### src/verilog/rms_pkg.sv
// Purpose: constants and types shared by the restore mode sequencer
// Assumes: 20 MHz device clock, pins already synchronous to it
// Notes: times are kept in their own unit; cycle counts are derived
package rms_pkg;

   localparam int unsigned CLK_KHZ = 20000;
   localparam int unsigned ENTRY_HOLD_MS = 500;
   localparam int unsigned CLEAR_HOLD_MS = 3000;
   localparam int unsigned LEGACY_PULSE_MS = 250;
   // least times round up; whole kHz makes each product exact
   localparam int unsigned ENTRY_HOLD_CYCLES = ENTRY_HOLD_MS * CLK_KHZ;
   localparam int unsigned CLEAR_HOLD_CYCLES = CLEAR_HOLD_MS * CLK_KHZ;
   localparam int unsigned LEGACY_PULSE_CYCLES = LEGACY_PULSE_MS * CLK_KHZ;

   localparam int unsigned TIMER_W = 32;
   localparam int unsigned BAUD_SEL_W = 2;
   localparam int unsigned VERSION_W = 16;
   // select code that the serial port decodes as 9600 baud
   localparam logic [BAUD_SEL_W-1:0] RESTORE_BAUD_SEL = 2'h0;
   localparam logic [VERSION_W-1:0] FW_VERSION_DEFAULT = 16'h0000;

   typedef enum logic [2:0] {
      ST_ARM,
      ST_NORMAL,
      ST_LEGACY_HOLD,
      ST_RESTORE_IDLE,
      ST_RESTORE_HOLD,
      ST_RESTORE_ARMED
   } rms_state_t;

   typedef struct packed {
      logic beep;
      logic erase;
      logic speakVersion;
   } rms_action_t;

   localparam rms_action_t ACTION_NONE = '{beep: 1'b0, erase: 1'b0, speakVersion: 1'b0};

endpackage : rms_pkg

### src/verilog/rms_hold_timer.sv
// Purpose: saturating counter of standby low time in clock cycles
// Assumes: run and clear come from the same clock domain
// Notes: count is registered; clear wins over run
`timescale 1ns/1ps
`default_nettype none
module rms_hold_timer #(
   parameter int unsigned WIDTH = 32
) (
   input wire logic clk,
   input wire logic rst_n,
   input wire logic clear,
   input wire logic run,
   output logic [WIDTH-1:0] count
);

   logic [WIDTH-1:0] count_q;
   logic [WIDTH-1:0] count_d;
   wire logic atMax = &count_q;

   assign count_d = clear ? '0 : ((run && !atMax) ? count_q + 1'b1 : count_q);
   assign count = count_q;

   always_ff @(posedge clk or negedge rst_n) begin
      if (!rst_n) begin
         count_q <= '0;
      end else begin
         count_q <= count_d;
      end
   end

   if (WIDTH < 2) begin : gBadWidth
      $error("hold timer width too small");
   end

endmodule : rms_hold_timer
`default_nettype wire

### src/verilog/rms_restore_sequencer.sv
// Purpose: restore mode entry and standby pulse decoding
// Assumes: rst_n is the device reset pin; standby is synchronous, active low
// Notes: action pulses last one cycle; audio and flash units act on them
`timescale 1ns/1ps
`default_nettype none
module rms_restore_sequencer
   import rms_pkg::*;
#(
   parameter int unsigned ENTRY_CYCLES = ENTRY_HOLD_CYCLES,
   parameter int unsigned CLEAR_CYCLES = CLEAR_HOLD_CYCLES,
   parameter int unsigned LEGACY_CYCLES = LEGACY_PULSE_CYCLES,
   parameter bit LEGACY_FIRMWARE = 1'b0,
   parameter logic [VERSION_W-1:0] FW_VERSION = FW_VERSION_DEFAULT
) (
   input wire logic clk,
   input wire logic rst_n,
   input wire logic standbyRequest_n,
   input wire logic [BAUD_SEL_W-1:0] baudRateSelectPins,
   input wire logic engineIdle,
   input wire logic versionQuery,
   output logic restoreMode,
   output logic imageLoadEnable,
   output logic [BAUD_SEL_W-1:0] baudSelect,
   output rms_action_t action,
   output logic versionValid,
   output logic [VERSION_W-1:0] versionWord
);

   localparam logic [TIMER_W-1:0] ENTRY_T = ENTRY_CYCLES[TIMER_W-1:0];
   localparam logic [TIMER_W-1:0] CLEAR_T = CLEAR_CYCLES[TIMER_W-1:0];
   localparam logic [TIMER_W-1:0] LEGACY_T = LEGACY_CYCLES[TIMER_W-1:0];

   rms_state_t state_q;
   rms_state_t state_d;
   rms_action_t action_q;
   rms_action_t action_d;
   logic restore_q;
   logic [BAUD_SEL_W-1:0] baud_q;
   logic versionValid_q;
   logic [VERSION_W-1:0] versionWord_q;
   logic [TIMER_W-1:0] lowCount;

   wire logic standbyLow = !standbyRequest_n;
   wire logic entryHeld = lowCount >= ENTRY_T;
   wire logic clearHeld = lowCount >= CLEAR_T;
   wire logic legacyShort = lowCount < LEGACY_T;
   wire logic restore_d = (state_d == ST_RESTORE_IDLE) || (state_d == ST_RESTORE_HOLD)
                          || (state_d == ST_RESTORE_ARMED);
   wire logic [BAUD_SEL_W-1:0] baud_d = restore_d ? RESTORE_BAUD_SEL : baudRateSelectPins;

   // low time of standby; cleared whenever the pin is high
   rms_hold_timer #(
      .WIDTH(TIMER_W)
   ) uTimer (
      .clk(clk),
      .rst_n(rst_n),
      .clear(standbyRequest_n),
      .run(standbyLow),
      .count(lowCount)
   );

   always_comb begin
      state_d = state_q;
      action_d = ACTION_NONE;
      case (state_q)
         ST_ARM: begin
            // reset released (or power applied) with standby held low
            if (standbyRequest_n) begin
               if (entryHeld) begin
                  state_d = ST_RESTORE_IDLE;
                  action_d.beep = 1'b1;
               end else begin
                  state_d = ST_NORMAL;
               end
            end
         end
         ST_NORMAL: begin
            if (LEGACY_FIRMWARE && engineIdle && standbyLow) begin
               state_d = ST_LEGACY_HOLD;
            end
         end
         ST_LEGACY_HOLD: begin
            if (standbyRequest_n) begin
               state_d = ST_NORMAL;
               if (legacyShort) begin
                  action_d.erase = 1'b1;
                  action_d.speakVersion = 1'b1;
               end
            end
         end
         ST_RESTORE_IDLE: begin
            if (standbyLow) begin
               state_d = ST_RESTORE_HOLD;
            end
         end
         ST_RESTORE_HOLD: begin
            if (standbyRequest_n) begin
               state_d = ST_RESTORE_IDLE;
               action_d.speakVersion = 1'b1;
            end else if (clearHeld) begin
               state_d = ST_RESTORE_ARMED;
               action_d.beep = 1'b1;
            end
         end
         ST_RESTORE_ARMED: begin
            if (standbyRequest_n) begin
               state_d = ST_RESTORE_IDLE;
               action_d.erase = 1'b1;
               action_d.speakVersion = 1'b1;
            end
         end
         default: begin
            state_d = ST_NORMAL;
         end
      endcase
   end

   always_ff @(posedge clk or negedge rst_n) begin
      if (!rst_n) begin
         state_q <= ST_ARM;
         action_q <= ACTION_NONE;
         restore_q <= 1'b0;
         baud_q <= RESTORE_BAUD_SEL;
      end else begin
         state_q <= state_d;
         action_q <= action_d;
         restore_q <= restore_d;
         baud_q <= baud_d;
      end
   end

   // chipset id query answers with the firmware version
   always_ff @(posedge clk or negedge rst_n) begin
      if (!rst_n) begin
         versionValid_q <= 1'b0;
         versionWord_q <= '0;
      end else begin
         versionValid_q <= versionQuery;
         versionWord_q <= versionQuery ? FW_VERSION : versionWord_q;
      end
   end

   assign restoreMode = restore_q;
   assign imageLoadEnable = restore_q;
   assign baudSelect = baud_q;
   assign action = action_q;
   assign versionValid = versionValid_q;
   assign versionWord = versionWord_q;

   if (CLEAR_CYCLES < 2 || ENTRY_CYCLES < 1 || LEGACY_CYCLES < 1) begin : gBadTimes
      $error("hold times must be at least one cycle");
   end
   if (LEGACY_CYCLES >= CLEAR_CYCLES) begin : gBadLegacy
      $error("legacy pulse must be shorter than clear hold");
   end
endmodule : rms_restore_sequencer
`default_nettype wire

### config.mk
export PLATFORM = sky130hd
export DESIGN_NAME = rms_restore_sequencer
export DESIGN_NICKNAME = d
export VERILOG_FILES = /design/src/verilog/rms_pkg.sv /design/src/verilog/rms_hold_timer.sv /design/src/verilog/rms_restore_sequencer.sv
export SDC_FILE = /design/constraint.sdc
export NUM_CORES = 1
export LEC_CHECK = 0
export BUFFER_PORTS_ARGS = -buffer_cell sky130_fd_sc_hd__buf_2
export CAP_MARGIN = 10
export CORE_ASPECT_RATIO = 0.7
export CORE_UTILIZATION = 44
export DETAILED_ROUTE_END_ITERATION = 12
export GPL_ROUTABILITY_DRIVEN = 0
export PLACE_DENSITY = 0.59
export SLEW_MARGIN = 20
export SYNTH_ARGS = -nofsm -noshare
export SYNTH_HDL_FRONTEND = slang
export SYNTH_SLANG_ARGS = --single-unit
### constraint.sdc
create_clock -name clk -period 2.8 [get_ports clk]
set_clock_uncertainty 0.15 [all_clocks]
set_input_delay 0.14 -clock clk [delete_from_list [all_inputs] [get_ports clk]]
set_output_delay 0.14 -clock clk [all_outputs]
set_load 0.005 [all_outputs]
; ---- Word level (Yosys, flattened, before mapping)
; Cells that the tools add are included.
[classes]
n_addsub = 1
n_mul = 0
n_div = 0
n_lt_le_gt_ge = 3
n_eq_ne = 8
n_shift = 0
muxes = 22
bitwise_logic = 0
reduce_logical = 8
[op_table]
columns = operator, count
row1 = $mux 32, 2
row2 = $add 32x1->32 const B, 1
row3 = $ge 32x24->1 const B, 1
row4 = $ge 32x26->1 const B, 1
row5 = $lt 32x23->1 const B, 1
row6 = $reduce_and 32->1, 1
row7 = $mux 3, 6
row8 = $pmux 3 s6, 1
row9 = $eq 3x3->1 const B, 4
row10 = $mux 2, 5
row11 = $eq 3x2->1 const B, 3
row12 = $mux 1, 5
row13 = $pmux 1 s2, 2
row14 = $eq 3x1->1 const B, 1
row15 = $logic_not 3->1, 1
row16 = $pmux 1 s3, 1
row17 = $logic_not 1->1, 2
row18 = $logic_or 1x1->1, 2
row19 = $reduce_bool 2->1, 1
row20 = $logic_and 1x1->1, 1
[totals]
register_bits = 42
latch_bits = 0
ramBits = 0
rom_bits = 0
out_inout_bits = 24
word_cells = 50
memories = 0

; ---- Logic depth before layout (Yosys ltp)
; Gate-level depths: netlist (run 1).
[logic_depth]
depth_word = 8
mapped_depth = 7

; ---- Modules after synthesis
; Synthesis (run 1) repeated with hierarchy kept, for this count alone.
[hier_totals]
cells_unflattened = 270
area_unflattened_um2 = 2583.7
[modules_own_cells]
columns = module, n_inst, cells_each, area_each_um2, seq_area_each_um2
row1 = rms_hold_timer, 1, 190, 1865.5, 800.8
row2 = rms_restore_sequencer, 1, 80, 718.2, 250.2

; ---- Worst setup path after synthesis (run 1)
; No wires, ideal clock.
[synth_timing]
path_kind = reg-to-reg
from = register uTimer.count_q[1], in the netlist uTimer.count[1]
to = register uTimer.count_q[20], in the netlist uTimer.count[20]
setup_time_ps = 125
arrival_time_ps = 2082
t_required_ps = 2525
slack_ps = 443
stages_incl_launch_ff = 8
n_path_buf = 1
period_less_slack_ps = 2357
path_cell_list = dfrtp_1 > ha_1 > nand2_1 > or3_4 > buf_6 > or2_2 > nor4_1 > mux2_2
[synth_between]
elab_chain_len = 4
elab_cells_between_ends = 7
[synth_lines]
columns = element, line_no
row1 = "start, declared", rms_hold_timer.sv:16  ; logic [WIDTH-1:0] count_q;
row2 = "start signal, assigned", rms_hold_timer.sv:27  ; count_q <= count_d;
row3 = "parallel branches: the longest is 4 deep, another holds $add 32x1->32", n/a
; Several ways; the timed one is not identified. The select of a mux whose other input is x is not followed.
; A chain may end at the register's enable or synchronous reset.

; ---- Final worst setup path (run 1)
; Ends and elaborated chain as after synthesis.

==> results summary, run 1 <==
The start-to-end type of the worst setup path is reg2reg. The post-place setup slack came out at approximately 0.33 ns. STA puts the critical path data required time at 2.84 ns. Yosys printed 0 warnings. The max-slew violation count came out at 0. The number of placed I/O pins came out at 31. The number of fill cells in the layout is ~500. The smallest setup slack after layout came out at 0.301 ns.

TritonCTS built the clock tree. In this run the static leakage power is roughly 1.1 nW. The library cell used as clock root buffer is clkbuf_8.

The number of synthesized flops with an enable pin is 0. Synthesis instantiated 47 different standard cells from the library. The register area came out at between 1000 and 1500 um^2.

The final-layout setup total negative slack is 0 ns. The count of port buffers added during placement is 13. For this run, design rule violations remaining after detail routing come to 0.

In the synthesized netlist the async set-or-reset flop fraction comes to 1.00. The number of iterations in the first detailed-routing pass came out at 4. The share of final-layout standard cells stronger than drive strength 1 came out at 0.144. The via count of the first global-routing pass was approximately 1800. STA classifies the critical path endpoint as a flip-flop.

The final global-route overflow total is 0. The overall routing resource usage came out at 0.191. Synthesis produced a netlist whose cell count is 285. The total chip power is around 1.2 mW. The run finished with clean final reports. The smallest clock period supported by the final layout is computed as about 2.5 ns. The H-tree was split into 2 levels. The core outline area came out at about 5400 um^2. The final cycle utilization of the critical path came out at 0.893.

The post-route antenna net violation count is 0. The via count of the routed design is between 2000 and 2500. In the final layout, the multi-input gates occupy between 1000 and 1500 um^2. The first routing iteration left slightly below 80 violations. The clock net sink count is 42. At the later pin of the worst-skew pair, clock insertion delay measures ~0.3 ns. The number of resized instances in the post-cts repair step is 0. After floorplanning, the core was divided into 22 placement rows. The die footprint is slightly above 6000 um^2. The mapped cell area is approximately 2500 um^2. Power spread over the standard cell area amounts to 447 nW/um^2.

In this run the worst hold path is classified as in2reg. For the pin with the worst max-slew slack, the measured transition is 0.946 ns. In the final routed layout, each cell accounts on average for between 10 and 15 um. The post-CTS clock slew at the launch and capture registers of the worst setup and hold paths is 0.09 ns. The die height came out at 65.4 um. STA puts the critical path data arrival time at 2.54 ns. The count of final hold-check violations came to 0.

The antenna diode instance count is 0. The width of the die is approximately 93 um. The initial antenna violation count came out at 0.

The final standard cell count with taps included and fillers excluded came out at 377. The number of max-capacitance violations reported came out at 0. The library cell used most frequently in the layout, excluding fill and tap cells, is dfrtp_1. The post-synthesis average cell area came out at 8.88 um^2. The post-detailed-route via-to-cell ratio is 5.58. The number of cells on the worst reg-to-reg path is 6.

The synthesis-stage register bit count is 42. Compared with the post-synthesis result, the final layout area differs by 10.3%. The highest net fanout along the worst path is 11. In the synthesized netlist the dominant register cell turns out to be dfrtp_1. The aggregate routed wire length is between 5 and 6 mm. The total half-perimeter wirelength after legalization and detailed placement is 3.76 mm. The worst slew margin relative to its limit came out at 0.370. The share of the Yosys chip area taken by registers is 0.415. Setup violations remaining at the end of the flow were counted as 0.

TritonCTS created 5 clock buffers. The maximum frequency from static timing analysis came out at about 400 MHz. The number of placed cells counting well taps is between 300 and 400. The initial core utilization is 0.469.

The cell depth of the worst min-delay path came out at 2. Entering global routing, the biggest net connects 43 pins. The number of buffers on the longest clock path came out at 2. The library cells used most frequently in the layout, excluding fill and tap cells, are 42 x dfrtp_1, 30 x nor2_1, 24 x nand2_1. The count of nets after finishing came out at 313. The wire length of the first global-routing pass is roughly 9.0 mm. The critical path launch point type is a flip-flop. Setup repair after global routing left no endpoint under its margin. IR analysis of the VDD net gives a maximum drop of roughly 210 uV. The worst hold slack is around 0.17 ns.
## flip-flops by register name, summed over array words and instances (netlist names)
register and count:
action 3, baudSelect 2, imageLoadEnable 1, state_q 3, uTimer.count 32, versionValid 1
## final timing paths
path | startpoint | to | slack, ns
worst max-delay path | uTimer.count[1] | uTimer.count[20] | 0.30
min in group asynchronous | rst_n | imageLoadEnable | 0.36
worst min-delay path | standbyRequest_n | state_q[2] | 0.17
max in group asynchronous | rst_n | uTimer.count[25] | 1.53
worst min register to register | state_q[2] | action[2] | 0.42
worst max register to register | uTimer.count[1] | uTimer.count[20] | 0.30
## critical path, stage by stage, from the launching register on
cell and delay [ns]:
dfrtp_1 0.41, ha_1 0.22, nand2_1 0.16, or3_4 0.49
or2_2 0.32, nor4_1 0.28, mux2_2 0.36
## logic make-up after synthesis
| logic type | synth area share |
|---|---|
| AOI/OAI and AO/OA | 0.141 |
| xor gates and xnor gates | 0.0208 |
| adders and majority gates | 0.00989 |
| buffers and inverters | 0.0831 |
| DFF | 0.415 |
| muxes | 0.0351 |
| other | 0.00148 |
| and+or+nand+nor | 0.293 |
## cell type report
cell class | count | share of cell area
clock buffers | 5 | 0.0247
clock inverters | 3 | 0.0161
inverters | 7 | 0.00941
multi-input cells | 222 | 0.475
flip-flops and latches | 42 | 0.377
well taps | 72 | 0.0323
repair buffers | 26 | 0.0663
## per-layer routing
layer | wire length, um | vias to the layer above | GRT usage
met3 | 267 | 4 | 0.0417
li1 | - | 1049 | -
met4 | 41 | 0 | 0.0519
met2 | 2200 | 48 | 0.261
met5 | 0 | - | 0
met1 | 2880 | 1004 | 0.297
## what timing repair did
| item | CTS | global route |
|---|---|---|
| hold buffers | 4 | 0 |
| endpoints found under the hold margin | 45 | 0 |
| setup buffers | 0 | 0 |
## synth_stat cells, types with 9 or more instances
cell type | count | area share
nor4_1 | 9 | 0.022
buf_4 | 17 | 0.050
nor3_1 | 10 | 0.020
nor2_1 | 30 | 0.045
or4_1 | 9 | 0.027
nand3_1 | 11 | 0.022
o21ai_0 | 9 | 0.018
dfrtp_1 | 42 | 0.42
nand2_1 | 24 | 0.036
a21oi_1 | 19 | 0.038
o31ai_1 | 10 | 0.030
or3_1 | 10 | 0.025
## power by group
part	total (mW)	switching, mW	internal [mW]
combinational	0.108	0.0625	0.0454
sequential	0.654	0.0218	0.632
clock	0.486	0.221	0.265
## stage by stage
step | instance area (um^2) | utilization
3_5_place_dp | 2640 | 0.489
5_1_grt | 2790 | 0.517
6_report | 2790 | 0.517
3_3_place_gp | 2640 | 0.489
2_1_floorplan | 2590 | -
4_1_cts | 2790 | 0.517
(Power assumes the default switching activity.)
==> inputs of run 2 (changes only) <==
- RECOVER_POWER: unset -> 25
- SLEW_MARGIN: 20 -> 25
==> results summary, run 2 (synthesized netlist as in run 1, its figures left out) <==
The worst setup path is captured at a flip-flop. The worst slew margin relative to its limit is 0.302. The number of placed I/O pins is 31. Tracing the worst setup path back leads to its startpoint at uTimer.count[1].

The CTS H-tree depth came out at 2. The die height came out at approximately 65 um. The site row count is 22.

At the worst endpoint, the arrival time is 2.54 ns. The cell depth of the worst min-delay path is 2. Buffers placed on the I/O ports in this run total 13.

The DRC violation count after routing is 0. The family with the most delay on the worst path is simple AND/OR/NAND/NOR gates. The final-layout setup total negative slack came out at 0 ns. The count of nets after finishing is around 310. The register with the most flip-flops in the layout has 32 of them. The max-slew violation count came out at 0. In this run, post-CTS repair resized a total of 0 instances. The final cycle utilization of the critical path came out at 0.893. The overall routing resource usage came out at 0.191.

STA puts the critical path data required time at 2.84 ns. The via count of the routed design is 2105. The share of final-layout standard cells stronger than drive strength 1 came out at 0.144. The delay of the slowest cell on the worst path is a little under 0.5 ns. The number of fill cells in the layout came out at about 510. The die footprint is 6060 um^2. The number of buffers on the longest clock path came out at 2. The post-CTS clock slew at the launch and capture registers of the worst setup and hold paths is 0.09 ns. The area growth from synthesis to final layout is 10.3%.

The start-to-end type of the worst setup path is reg2reg. The depth of the critical timing path with buffers and inverters included is 6. The number of max-capacitance violations reported came out at 0. Of all nets on the critical path, the largest fanout is 11. The worst register-to-register path begins at uTimer.count[1]. The number of CTS-inserted buffers came out at 5.

The die is slightly above 90 um wide. The slew at the pin with the worst max-slew slack came out at around 1.0 ns. The critical path launch point type is a flip-flop. Counting both buffers and inverters, the worst setup path holds a total of 0.

The largest net degree at the start of global routing came out at 43. The clock latency at the later pin of the worst-skew pair is about 0.3 ns. The via count of the first global-routing pass is 1783. In this run the worst hold path is classified as in2reg. The number of iterations in the first detailed-routing pass came out at 4.

The total half-perimeter wirelength after legalization and detailed placement came out at ~3.8 mm. The initial antenna violation count came out at 0. VDD sags by at most a little over 200 uV.

Leaving out fill and tap cells, the most frequent cells in the layout are 42 x dfrtp_1, 30 x nor2_1, 24 x nand2_1. The count of final hold-check violations was 0. The core outline area came out at ~5400 um^2. Using the TritonRoute via totals, the vias-per-cell ratio works out to around 5.6. The wire length of the first global-routing pass came out at around 9.0 mm. Setup repair after global routing left no endpoint under its margin. The aggregate routed wire length is roughly 5.4 mm.

The total chip power came out at 1.25 mW. The start point of the worst hold path is standbyRequest_n. The library cell used as clock root buffer is clkbuf_8. The run finished with clean final reports. In the final routed layout, each cell accounts on average for approximately 14 um. The library cell used most frequently in the layout, excluding fill and tap cells, is dfrtp_1. Measured in cells, the most critical reg-to-reg path has a length of 6. In this run the static leakage power is between 1 and 1.5 nW. The final global-route overflow total is 0. After the first detailed-routing iteration, the DRC count stood at 79. The cell at the slowest stage of the critical path is or3_4. The minimum period implied by the final worst setup slack is ~2.5 ns. The CTS tree is yes. The antenna diode instance count came out at 0. The number of setup violations in the final report came out at 0.

In this run the power density over the cells is around 450 nW/um^2. The post-route antenna net violation count is 0. Based on the critical path, the design can be clocked at up to ~400 MHz. The clock net sink count is 42. The initial core utilization is 0.469. The signal on the critical path passes through ha_1 > nand2_1 > or3_4 > or2_2 > nor4_1 > mux2_2.
[run 2: cell count changes in the layout (fill, tap and decap cells not counted)]
cell / before / now
buf_2: 13 / 12
clkbuf_2: 0 / 1
[run 2: cell type report]
class,instances,area [um^2],area share
Multi-Input combinational cell,222,1330,0.475
Tap cell,72,90.1,0.0323
Sequential cell,42,1050,0.377
Inverter,7,26.3,0.00941
Clock inverter,3,45.0,0.0161
Clock buffer,5,68.8,0.0247
Timing Repair Buffer,26,185,0.0663
[run 2: metrics by stage]
stage          worst slack, ns  cell area [um^2]  hold WS [ns]  utilization  cells
2_1_floorplan            0.443              2590        -0.306            -    300
3_3_place_gp             0.371              2640        0.0978        0.489    365
3_5_place_dp             0.328              2640         0.102        0.489    365
4_1_cts                  0.319              2790         0.160        0.517    377
5_1_grt                  0.174              2790         0.196        0.517    377
6_report                 0.301              2790         0.168        0.517    377
[run 2: per-layer routing]
metal | wire length [um] | track usage | up-vias
met4 | 41 | 0.0519 | 0
met3 | 267 | 0.0417 | 4
met1 | 2880 | 0.297 | 1004
met2 | 2200 | 0.261 | 48
li1 | - | - | 1049
met5 | 0 | 0 | -
[run 2: what timing repair did]
item | 4_1_cts | 5_1_grt
setup buffers | 0 | 0
endpoints found under the hold margin | 45 | 0
hold buffers | 4 | 0
[run 2: worst paths after layout]
kind	slack (ns)	end
worst max-delay path	0.30	uTimer.count[20]
min in group asynchronous	0.40	imageLoadEnable
max in group asynchronous	1.44	uTimer.count[25]
worst min register to register	0.42	action[2]
worst min-delay path	0.17	state_q[2]
worst max register to register	0.30	uTimer.count[20]
[run 2: worst reg2reg max path: stages, from the launching register on]
cell,delay (ns)
dfrtp_1,0.41
ha_1,0.22
nand2_1,0.16
or3_4,0.49
or2_2,0.32
nor4_1,0.28
mux2_2,0.36
[run 2: where the power goes]
part,internal (mW),switching (mW)
sequential,0.632,0.0218
clock,0.265,0.221
combinational,0.0453,0.0625
total,0.943,0.305
==> inputs of run 3 (changes only) <==
--- a/config.mk
+++ b/config.mk
@@ -7,2 +7,3 @@
 export LEC_CHECK = 0
+export ABC_AREA = 1
 export BUFFER_PORTS_ARGS = -buffer_cell sky130_fd_sc_hd__buf_2
--- a/constraint.sdc
+++ b/constraint.sdc
@@ -4,2 +4,2 @@
 set_output_delay 0.14 -clock clk [all_outputs]
-set_load 0.005 [all_outputs]
+set_load 0.1 [all_outputs]
==> results summary, run 3 <==
The slack of the worst reg-to-reg path is around 0.64 ns. The slew at the pin with the worst max-slew slack is ~1.1 ns. The via count of the first global-routing pass came out at between 2000 and 2500. The smallest setup slack after layout came out at around 0.64 ns. Ranked by total cell area, the synthesized netlist is headed by dfrtp_1 36%, nand2_1 13%, nor2_1 5.5%.

The synthesis-stage register bit count is 42. The final-layout setup total negative slack is 0 ns. The number of buffers added for setup after CTS is 0. Dividing the detail-routed wire length by the instance count gives ~14 um.

The number of warnings printed during yosys synthesis came out at 0. The core region is 6340 um^2. The share of synthesized area in the top cell type comes to 0.358. The site row count came out at 24. The maximum frequency from static timing analysis came out at roughly 460 MHz. Using the TritonRoute via totals, the vias-per-cell ratio works out to between 4 and 5. The biggest area contributor in the post-synthesis netlist is dfrtp_1. In this run the deepest clock path goes through 2 buffers. The number of fill cells in the layout is 627. The count of final hold-check violations is 0.

The number of CTS-inserted buffers came out at 5. The initial antenna violation count came out at 0. The library cell used as clock root buffer is clkbuf_8.

The via count of the routed design is roughly 2500. The number of design-rule violations left by the first detailed-router iteration came out at 150. STA classifies the critical path startpoint as a flip-flop.

The final global-route overflow total is 0. The area growth from synthesis to final layout is 6.01%. The total half-perimeter wirelength after legalization and detailed placement came out at ~5.3 mm. The critical path starts at uTimer.count[1]. The clock latency at the later pin of the worst-skew pair came out at about 0.3 ns. Among all flip-flop cells after synthesis, the most frequent one is dfrtp_1. The highest net fanout along the worst path is 34.

Synthesis produced around 400 cells. Measured along the y axis, the die boundary spans ~70 um. The number of unique standard cell types used by synthesis came out at 41. The share of the Yosys chip area taken by registers is 0.358. The run finished with clean final reports. The pre-antenna-repair detailed-routing pass consisted of 4 iterations.

In the layout the commonest cells are 104 x nand2_1, 43 x nor2_1, 42 x dfrtp_1. The initial utilization of the core area, before any placement, comes to 0.463. The post-route antenna net violation count is 0. The number of max-capacitance violations reported is 0. The min-delay analysis places its worst path in the category in2reg. Sorting the synthesized cells by how often they occur yields 104 x nand2_1, 43 x nor2_1, 42 x dfrtp_1. The endpoint identified for the worst register-to-register timing path is uTimer.count[1]. The antenna diode instance count is 0. The library cell used most frequently in the layout, excluding fill and tap cells, is nand2_1. The DRC violation count after routing came out at 0. nand2_1 is the most common cell in the netlist. The CTS H-tree depth came out at 2. The mapped netlist covers 2930 um^2. In this run, synthesis inferred 0 flip-flops with an integrated enable. In this run the worst setup path terminates at uTimer.count[1].

The aggregate routed wire length came out at ~7 mm. Counting I/O delays and the setup requirement, the final critical path takes between 2 and 2.5 ns. The capturing element type of the critical path is a flip-flop. Setup repair after global routing left no endpoint under its margin. The number of setup violations in the final report came out at 0. Dividing the final minimum period by the clock period gives 0.773. The length in cells of the worst reg-to-reg path is 8. Dividing total power by cell area gives a power density of 439 nW/um^2. The number of flip-flops in the largest register came out at 32.

By startpoint and endpoint, the worst setup path is classified as reg2reg. The width of the die is around 100 um. The die footprint came out at ~7000 um^2. The largest net degree at the start of global routing came out at between 40 and 50.

The max-slew violation count came out at 0. The first global-routing pass estimated between 10 and 15 mm of wire. The arrival time at the worst endpoint is ~2.2 ns. 31 I/O pins were placed.

The overall routing resource usage is 0.218. The share of synthesized registers carrying an async set or reset came out at 1.00. The post-synthesis average cell area is approximately 7.3 um^2.

Summed over all cells, the static leakage comes to 1.55 nW. The post-place setup slack is about 0.64 ns. After clock tree synthesis, the repair step resized 0 gates. The CTS tree is yes. STA puts the critical path data required time at 2.82 ns.

VDD sags by at most roughly 370 uV. In the final layout, the share of cells above drive strength 1 is 0.183. The post-CTS clock slew at the launch and capture registers of the worst setup and hold paths came out at 0.09 ns. The startpoint identified for the worst register-to-register timing path is uTimer.count[1]. The worst pin sits at a relative slew slack of 0.291. The count of nets after finishing came out at approximately 420. The count of port buffers added during placement is 13.

The clock net sink count is 42.
==> run 3: cell count changes after synthesis, sizes merged, moves of 5 or more <==
cell	before	now
clkbuf	8	1
nor4	10	2
mux2	7	0
nand2	24	114
or2	2	11
nor2	30	53
a21oi	19	7
buf	21	26
nor3	11	21
nand3	11	35
or3	11	0
nor2b	8	0
or4	9	0
inv	7	44
==> run 3: power breakdown <==
| group | internal (mW) | switching (mW) |
|---|---|---|
| logic | 0.0341 | 0.271 |
| clock network | 0.199 | 0.221 |
| registers | 0.627 | 0.0116 |
| total | 0.861 | 0.503 |
==> run 3: cells by family (layout without fill, tap and decap cells) <==
group,after synthesis,after routing,synth area share
buf+inv,72,71,0.125
other cells,1,16,0.00128
flops,42,42,0.358
xor+xnor,5,5,0.0149
simple gates,247,247,0.417
fa+ha+maj,2,2,0.00853
compound gates,33,33,0.0755
==> run 3: critical path, stage by stage (launching register included) <==
cell     delay [ns]
dfrtp_1        0.44
ha_1           0.30
nand3_2        0.13
inv_2          0.12
nand2_2        0.11
nor2_4         0.13
nand3_4        0.38
nand3_1        0.18
o21ai_0        0.10
==> run 3: worst min-delay path by stage <==
stage	slack [ns]	to	from	depth (start not counted)
5_1_grt	0.18	uTimer.count[26]	standbyRequest_n	2
4_1_cts	0.16	uTimer.count[28]	standbyRequest_n	2
6_report	0.17	uTimer.count[31]	standbyRequest_n	2
3_3_place_gp	0.1	versionValid	versionQuery	1
3_5_place_dp	0.1	versionValid	versionQuery	1
2_1_floorplan	-0.31	action[0]	rst_n	0
==> run 3: repair_timing <==
item                                    in CTS  in global routing
endpoints found under the hold margin       45                  0
hold buffers                                 4                  0
endpoints found under the setup margin       0                  0
==> run 3: per-stage QoR <==
stage / cell area, um^2 / instances / util / hold WS (ns) / power (mW)
6_report: 3110 / 507 / 0.491 / 0.169 / 1.36
2_1_floorplan: 2990 / 417 / - / -0.306 / 0.930
5_1_grt: 3110 / 507 / 0.491 / 0.183 / 1.41
3_3_place_gp: 2980 / 495 / 0.470 / 0.0999 / 0.952
4_1_cts: 3110 / 507 / 0.491 / 0.163 / 1.37
3_5_place_dp: 2980 / 495 / 0.470 / 0.0999 / 0.953
==> run 3: layout make-up <==
| cell class | instances | area [um^2] | share of cell area |
|---|---|---|---|
| Sequential cell | 42 | 1050 | 0.338 |
| Multi-Input combinational cell | 303 | 1570 | 0.506 |
| Timing Repair Buffer | 18 | 113 | 0.0362 |
| Clock inverter | 1 | 5.00 | 0.00161 |
| Tap cell | 91 | 114 | 0.0366 |
| Inverter | 45 | 169 | 0.0543 |
| Clock buffer | 7 | 86.3 | 0.0278 |
==> run 3: layer usage <==
layer | up-vias | wire, um | track usage
met5 | - | 0 | 0
met2 | 80 | 2640 | 0.296
met1 | 1144 | 3690 | 0.342
met3 | 4 | 620 | 0.0591
met4 | 0 | 44 | 0.0392
li1 | 1283 | - | -
